==> src/xor_dir_consts.svh <==
// Constants for the exclusive-OR and direction-load execution unit
`ifndef XOR_DIR_CONSTS_SVH
`define XOR_DIR_CONSTS_SVH
// Opcode fields of the 14-bit instruction word
`define LIT_XOR_OPC      6'h3A
`define FILE_XOR_OPC     4'h6
`define DIR_LOAD_OPC     11'h00C
`define DIR_SEL_FIRST    3'h5
`define DIR_SEL_LAST     3'h7
// File addresses that alias the direction registers
`define DIR_FILE_ADDR0   7'h05
`define DIR_FILE_ADDR1   7'h06
`define DIR_FILE_ADDR2   7'h07
// Reset values
`define ACC_RESET        8'h00
`define DIR_RESET        8'hFF
`endif

==> src/xor_dir_pkg.sv <==
// Types for the exclusive-OR and direction-load execution unit
package xor_dir_pkg;
	// Decoded operation classes
	typedef enum logic [1:0] {
		OP_NONE,
		OP_LIT_XOR,
		OP_FILE_XOR,
		OP_DIR_LOAD
	} op_type;
endpackage : xor_dir_pkg

==> src/xor_dir_exec.sv <==
// Decode and execute literal XOR, file XOR and direction-register load
`timescale 1ns/1ps
`include "xor_dir_consts.svh"
module xor_dir_exec #(
	parameter int DATA_W = 8
) (
	// Clock and reset
	input  wire logic              clk_i,
	input  wire logic              resetn_i,
	// Instruction issue, one per cycle when valid
	input  wire logic              instr_valid_i,
	input  wire logic [13:0]       instr_i,
	// File-register read data for the addressed register (combinational)
	input  wire logic [DATA_W-1:0] file_rdata_i,
	// Ordinary file writes from the rest of the core
	input  wire logic              core_wr_i,
	input  wire logic [6:0]        core_waddr_i,
	input  wire logic [DATA_W-1:0] core_wdata_i,
	// File-register write port driven by this unit
	output logic                   file_we_o,
	output logic [6:0]             file_waddr_o,
	output logic [DATA_W-1:0]      file_wdata_o,
	// Architectural state
	output logic [DATA_W-1:0]      acc_o,
	output logic                   zero_o,
	output logic [DATA_W-1:0]      dir0_o,
	output logic [DATA_W-1:0]      dir1_o,
	output logic [DATA_W-1:0]      dir2_o
);
	import xor_dir_pkg::*;

	////////////////////////////////////////////////////////////////////////
	// State
	logic [DATA_W-1:0] acc_q, acc_d;         // Accumulator
	logic              zero_q, zero_d;       // Zero status flag
	logic [DATA_W-1:0] dir_q [3];            // Direction registers
	logic [DATA_W-1:0] dir_d [3];            // Direction registers, next value
	logic              we_q, we_d;           // File write strobe
	logic [6:0]        waddr_q, waddr_d;     // File write address, held after the pulse
	logic [DATA_W-1:0] wdata_q, wdata_d;     // File write data, held after the pulse
	op_type            op;                   // Decoded class
	logic [DATA_W-1:0] result;               // XOR result

	// The direction file lives here, not in the core's register file, so the
	// core must return dir0_o..dir2_o on file_rdata_i for the aliased addresses.
	// Keeping one copy lets the dedicated load and plain file writes agree.
	// Map a file address onto a direction index, valid flag in top bit
	function automatic logic [2:0] dir_index(input logic [6:0] a);
		case (a)
			`DIR_FILE_ADDR0: dir_index = 3'b100;
			`DIR_FILE_ADDR1: dir_index = 3'b101;
			`DIR_FILE_ADDR2: dir_index = 3'b110;
			default:         dir_index = 3'b000;
		endcase
	endfunction : dir_index

	////////////////////////////////////////////////////////////////////////
	// Decode
	// Classify the issued word; anything unmatched is ignored
	// Direction selectors below five fall through to no operation
	always_comb begin
		op = OP_NONE;
		if (instr_valid_i) begin
			if (instr_i[13:8] == `LIT_XOR_OPC)
				op = OP_LIT_XOR;
			else if (instr_i[13:12] == 2'h0 && instr_i[11:8] == `FILE_XOR_OPC)
				op = OP_FILE_XOR;
			else if (instr_i[13:3] == `DIR_LOAD_OPC && instr_i[2:0] >= `DIR_SEL_FIRST)
				op = OP_DIR_LOAD;
		end
	end

	////////////////////////////////////////////////////////////////////////
	// Next-state computation
	// Default is hold; the write strobe falls back to zero every cycle,
	// so a file write never lasts longer than one clock
	always_comb begin
		logic [2:0] di;
		di = 3'b000;
		acc_d   = acc_q;
		zero_d  = zero_q;
		dir_d   = dir_q;
		we_d    = 1'b0;
		waddr_d = waddr_q;
		wdata_d = wdata_q;
		result  = acc_q ^ ((op == OP_LIT_XOR) ? instr_i[7:0] : file_rdata_i);
		// Core writes to the aliased addresses land in the direction file
		if (core_wr_i) begin
			di = dir_index(core_waddr_i);
			if (di[2])
				dir_d[di[1:0]] = core_wdata_i;
		end
		// Instruction effects come last, so they win over a same-cycle core write
		case (op)
			OP_LIT_XOR: begin
				acc_d  = result;
				zero_d = (result == '0);
			end
			OP_FILE_XOR: begin
				zero_d = (result == '0);
				if (instr_i[7]) begin
					we_d    = 1'b1;
					waddr_d = instr_i[6:0];
					wdata_d = result;
					di = dir_index(instr_i[6:0]);
					if (di[2])
						dir_d[di[1:0]] = result;
				end else begin
					acc_d = result;
				end
			end
			OP_DIR_LOAD: begin
				// Index 5..7 maps to 0..2; status left alone
				dir_d[2'(instr_i[2:0] - `DIR_SEL_FIRST)] = acc_q;
			end
			default: ;
		endcase
	end

	////////////////////////////////////////////////////////////////////////
	// Registers
	// Asynchronous reset loads constants only
	always_ff @(posedge clk_i or negedge resetn_i) begin
		if (!resetn_i) begin
			acc_q   <= `ACC_RESET;
			zero_q  <= 1'b0;
			for (int i = 0; i < 3; i++) dir_q[i] <= `DIR_RESET;
			we_q    <= 1'b0;
			waddr_q <= 7'h00;
			wdata_q <= '0;
		end else begin
			acc_q   <= acc_d;
			zero_q  <= zero_d;
			dir_q   <= dir_d;
			we_q    <= we_d;
			waddr_q <= waddr_d;
			wdata_q <= wdata_d;
		end
	end

	// Outputs straight from flops
	assign acc_o        = acc_q;
	assign zero_o       = zero_q;
	assign dir0_o       = dir_q[0];
	assign dir1_o       = dir_q[1];
	assign dir2_o       = dir_q[2];
	assign file_we_o    = we_q;
	assign file_waddr_o = waddr_q;
	assign file_wdata_o = wdata_q;
endmodule : xor_dir_exec

==> config.mk <==
export PLATFORM = sky130hd
export DESIGN_NAME = xor_dir_exec
export DESIGN_NICKNAME = d
export VERILOG_FILES = /design/src/xor_dir_pkg.sv /design/src/xor_dir_exec.sv
export VERILOG_INCLUDE_DIRS = /design/src
export SDC_FILE = /design/constraint.sdc
export NUM_CORES = 1
export LEC_CHECK = 0
export BUFFER_PORTS_ARGS = -buffer_cell sky130_fd_sc_hd__buf_2
export CORE_ASPECT_RATIO = 2
export CORE_MARGIN = 3
export CORE_UTILIZATION = 53
export CTS_BUF_LIST = sky130_fd_sc_hd__clkbuf_4
export CTS_CLUSTER_SIZE = 20
export DETAILED_ROUTE_END_ITERATION = 6
export PLACE_DENSITY_LB_ADDON = 0.05
export REMOVE_ABC_BUFFERS = 1
export SLEW_MARGIN = 0
export SYNTH_ARGS = -nofsm -noshare
export SYNTH_HDL_FRONTEND = slang
export SYNTH_SLANG_ARGS = --single-unit
==> constraint.sdc <==
create_clock -name clk_i -period 3.9 [get_ports clk_i]
set_clock_uncertainty 0.2 [all_clocks]
set_input_delay 0 -clock clk_i [delete_from_list [all_inputs] [get_ports clk_i]]
set_output_delay 0 -clock clk_i [all_outputs]
set_load 0.01 [all_outputs]
==> Word-level counts from Yosys, hierarchy flattened <==
Cells that the tools add are included.
Widths: inputs -> output; s select.
{ "word_totals": {"register_bits": 49, "inputBits": 41, "out_inout_bits": 49, "wordCells": 72} }
{ "classes": {"add_sub_neg": 1, "n_lt_le_gt_ge": 7, "eq_ne": 13, "n_mux": 28, "n_bitwise": 4, "reduce_logical": 11} }
{ "op_table": {"columns": ["op", "n"], "rows": [
  ["$mux 24", 4],
  ["$bwmux 24", 3],
  ["$demux 8 s2", 3],
  ["$pmux 24 s2", 1],
  ["$eq 7x3->1 const B", 6],
  ["$mux 8", 5],
  ["$pmux 3 s3", 2],
  ["$pmux 8 s2", 1],
  ["$ge 3x3->1 const B", 4],
  ["$eq 11x4->1 const B", 1],
  ["$lt 3x1->1 const B", 3],
  ["$mux 3", 3],
  ["$not 2->3", 3],
  ["$logic_not 8->1", 1],
  ["$mux 2", 4],
  ["$xor 8x8->8", 1],
  ["$eq 6x6->1 const B", 1],
  ["$logic_and 1x1->1", 5],
  ["$eq 2x2->1 const B", 2],
  ["$eq 4x3->1 const B", 1],
  ["$reduce_and 2->1", 2],
  ["$eq 2x1->1 const B", 1],
  ["$logic_not 2->1", 1],
  ["$mux 1", 2],
  ["other kinds (4)", 4]
]} }

==> Longest topological paths before layout <==
{ "depth": {"word_depth": 17, "mapped_depth": 7, "mapped_depth_nobuf": 5} }

==> Least setup slack after synthesis <==
Ideal clock, no wire load.
{ "synth_path": {"path_kind": "input to register", "from": "input port instr_i[8]", "to": "register dir_q (netlist bit dir0_o[5])", "arrival_time_ns": 1.545, "t_required_ns": 3.617, "path_slack_ns": 2.072, "path_stages": 6, "path_buffers": 1, "cell_sequence": "or4b_1 > or2_0 > buf_6 > nor3_4 > nor3_1 > a221o_1"} }
{ "synth_lines": {"columns": ["item", "line", "rtl"], "rows": [
  ["from (decl)", "xor_dir_exec.sv:12", "input wire logic [13:0] instr_i,"],
  ["to (signal assigned)", "xor_dir_exec.sv:134", "dir_q <= dir_d;"],
  ["to (decl)", "xor_dir_exec.sv:36", "logic [DATA_W-1:0] dir_q [3];"]
]} }

==> Worst setup path after layout <==
{ "layout_path": {"from": "input port instr_i[13]", "to": "register acc_q[4], in the netlist acc_o[4]"} }
{ "layout_via": {"elab_chain_len": 11, "elab_cells_between_ends": 18, "classes_between": "5 x eq/ne; 7 x mux; 1 x bitwise; 5 x reduce/logical"} }
{ "layout_lines": {"columns": ["item", "line", "rtl"], "rows": [
  ["$eq 11x4->1 (no line)", null, null],
  ["$logic_and 1x1->1 (no line)", null, null],
  ["$mux 2", "xor_dir_exec.sv:68", "else if (instr_i[13:3] == `DIR_LOAD_OPC && instr_i[2:0] >= `DIR_SEL_FIRST)"],
  ["$mux 2", "xor_dir_exec.sv:66", "else if (instr_i[13:12] == 2'h0 && instr_i[11:8] == `FILE_XOR_OPC)"],
  ["$mux 2 *", "xor_dir_exec.sv:64", "if (instr_i[13:8] == `LIT_XOR_OPC)"],
  ["$mux 2 *", "xor_dir_exec.sv:63", "if (instr_valid_i) begin"],
  ["$eq 2x1->1", "xor_dir_exec.sv:86, xor_dir_exec.sv:94", null],
  ["$mux 8", "xor_dir_exec.sv:86", "result = acc_q ^ ((op == OP_LIT_XOR) ? instr_i[7:0] : file_rdata_i);"],
  ["$xor 8x8->8", "xor_dir_exec.sv:86", null],
  ["$mux 8", "xor_dir_exec.sv:101", "if (instr_i[7]) begin"],
  ["$pmux 8 s2", "xor_dir_exec.sv:94", "case (op)"],
  ["to (signal assigned)", "xor_dir_exec.sv:125", "acc_q <= `ACC_RESET;"],
  ["to (decl)", "xor_dir_exec.sv:34", "logic [DATA_W-1:0] acc_q, acc_d;"]
]} }
Mark *: on every way between the ends. The rest lies on a longest branch, timed or not. The select of a mux whose other input is x is not followed.
A chain may end at the register's enable or synchronous reset.

==> flow_metrics.env <==
export IMPL_outcome="finished, final reports clean"
export IMPL_postCtsSetupRepairBufs=0
export IMPL_place_ws_ps=1540
export IMPL_fin_util_pct=70.8
export IMPL_slowest_stage="or2_0"
export IMPL_routed_wl_mm=7.52
export IMPL_drive_gt1_share_pct=40.4
export IMPL_die_w_um=57.9
export IMPL_finalSetupTns_ps=0
export IMPL_cp_max_fo=8
export IMPL_holdBufCountCts=27
export IMPL_fin_crit_ps=2310
export IMPL_placed_area_um2=3340
export IMPL_grt_pass1_vias=2623
export IMPL_critPathLaunchType="primary input"
export IMPL_cts_root_buffer_cell="clkbuf_4"
export IMPL_end_kind="flop"
export IMPL_num_rows=37
export IMPL_synthFlopType="dfrtp_1"
export IMPL_synth_distinct_cells=41
export IMPL_wl_per_cell_um=17.0
export IMPL_hold_class="in2reg"
export IMPL_multiInputGateArea_um2=1550
export IMPL_crit_type="in2reg"
export IMPL_ir_drop_mv=0.311
export IMPL_ioPinCount=90
export IMPL_overflow=0
export IMPL_crit_path_cell_trace="dlygate4sd3_1, buf_2, or2_0, nor3_2, nor2_1, mux2_2"
export IMPL_nets=424
export IMPL_fmax_mhz=432
export IMPL_cts_buffer_depth=2
export IMPL_synth_area_leaders="dfstp_2 22%, dfrtp_1 22%, mux2i_1 8.4%"
export IMPL_synth_top_area_share_pct=22.1
export IMPL_initial_utilization_pct=55.1
export IMPL_n_fill_cell=419
export IMPL_via_count=2532
export IMPL_fp_coreArea_um2=5180
export IMPL_maxCapViolations=0
export IMPL_dieArea_um2=6360
export IMPL_yosysTopAreaCell="dfstp_2"
export IMPL_finalSetupViolCount=0
export IMPL_io_buffers=89
export IMPL_powerDensity_nw_per_um2=330
export IMPL_grt_max_degree=50
export IMPL_antenna_found_initial=0
export IMPL_cts_tree="built"
export IMPL_synth_sequential_area_ratio_pct=44.0
export IMPL_dr_pass1_iters=5
export IMPL_cp_slowest_stage_delay_ps=680
export IMPL_ys_warn_count=0
export IMPL_dieHeight_um=110
export IMPL_syn_mean_instance_area_um2=10.7
export IMPL_design_area_um2=3670
export IMPL_fin_crit_sh_pct=59.3
export IMPL_ys_ff_latch=49
export IMPL_power_leakage_uw=0.00188
export IMPL_synth_edff_count=0
export IMPL_maxSlewViolCount=0
export IMPL_worstPathArrival_ps=2380
export IMPL_clock_sinks=49
export IMPL_hold_ws_ps=25.2
export IMPL_grt_first_pass_wirelength_mm=12.3
export IMPL_slew_headroom_pct=41.6
export IMPL_insertion_delay_ps=370
export IMPL_synth_area_um2=2860
export IMPL_grt_usage_pct=25.4
export IMPL_post_cts_resize_count=0
export IMPL_synth_most_common_cell="nor2_1"
export IMPL_hpwlAfterDp_mm=5.70
export IMPL_synthArstFlopShare_pct=100
export IMPL_syn_inst=267
export IMPL_antenna_cells=0
export IMPL_cts_max_level=2
export IMPL_worst_pin_slew_ps=876
export IMPL_setup_ws_ps=1590
export IMPL_rsz0062_at_grt="no"
export IMPL_vias_per_cell=5.73
export IMPL_drcViolationCount=0
export IMPL_cts_buffers=5
export IMPL_gp_routability_congestion=0.899
export IMPL_crit_required_ps=3970
export IMPL_cts_clk_slew_worst_paths_ps=130
export IMPL_regArea_um2=1260
export IMPL_detail_route_antenna_nets=0
export IMPL_synth_common_cells="31 x nor2_1, 25 x dfrtp_1, 24 x dfstp_2, 24 x mux2i_1, 24 x nand2b_1"
export IMPL_final_hold_viol_count=0
export IMPL_area_growth_pct=28.6
export IMPL_drtIter0Drc=69
## per-stage QoR
step / std cells / power, uW
4_1_cts: 442 / 1220
3_5_place_dp: 407 / 954
3_3_place_gp: 407 / 943
6_report: 442 / 1210
5_1_grt: 442 / 1280
2_1_floorplan: 259 / 812
## sequential cells by signal, summed over array words and instances, names as in the netlist
register,flops
dir2_o,8
dir0_o,8
zero_o,1
file_we_o,1
file_waddr_o,7
file_wdata_o,8
acc_o,8
dir1_o,8
## worst max-delay path, delay by kind of cell
kind | cells | cell delay, ps
multiplexers | 1 | 400
buffers and inverters | 2 | 650
AND/OR/NAND/NOR | 3 | 1340
## final timing paths
path                        startpoint         endpoint  slack, ps  cells after the start
max reg2reg                   acc_o[7]           zero_o       1810                      5
max in group asynchronous     resetn_i         acc_o[4]       3030                      3
min                         instr_i[7]  file_wdata_o[7]         30                      4
min in group asynchronous     resetn_i         acc_o[5]         40                      3
max                        instr_i[13]         acc_o[4]       1590                      6
min reg2reg                     zero_o           zero_o        300                      2
## per-layer routing
| layer | share of wire [%] | track usage [%] | wire length (um) |
|---|---|---|---|
| met3 | 4.1 | 3.29 | 305 |
| met1 | 37 | 27.5 | 2790 |
| met2 | 57 | 48.9 | 4270 |
| met5 | 0 | 0 | 0 |
| met4 | 2.0 | 8.62 | 149 |
## power by group
part | total, uW | switching (uW) | leakage [uW] | internal [uW]
Combinational | 324 | 165 | 0.00125 | 159
Clock | 249 | 156 | 0.0000368 | 93.0
Sequential | 640 | 64.3 | 0.000586 | 576
Total | 1210 | 385 | 0.00188 | 828
## final cells by class
class                   instances  share of cell area, %
clock buffers                   8                   1.64
inverters                       2                  0.204
multi-input cells             208                   42.3
flip-flops and latches         49                   34.2
well taps                      58                   1.98
repair buffers                117                   19.7
## logic make-up (layout without fill, tap and decap cells)
| group | count (synthesis) | after routing | synth area share (%) |
|---|---|---|---|
| buffers and inverters | 10 | 127 | 1.62 |
| and+or+nand+nor | 109 | 109 | 22.0 |
| AOI/OAI and AO/OA | 58 | 58 | 17.3 |
| muxes | 40 | 40 | 14.7 |
| xor gates and xnor gates | 1 | 1 | 0.307 |
| DFF | 49 | 49 | 44.0 |
## placed cells by master (no fill, tap or decap), types with 2 or more instances in the layout
cell type      synthesis  layout
buf_2                  1      89
nor2_1                31      31
dlygate4sd3_1          0      27
dfrtp_1               25      25
nand2b_1              24      24
mux2i_1               24      24
dfstp_2               24      24
a221o_1               19      19
mux2_2                16      16
o21ai_0               15      15
nand2_1               13      13
a22oi_1               11      11
nor2b_1                8       8
clkbuf_4               0       8
a211oi_1               5       5
or2_2                  5       5
nand4_1                3       3
nand4b_1               3       3
nor3_1                 3       3
a211oi_4               3       3
nand3_1                3       3
and3b_1                2       2
inv_1                  2       2
nor3_2                 2       2
nor2_4                 2       2
Note: power is estimated with default switching activity, not from simulation.
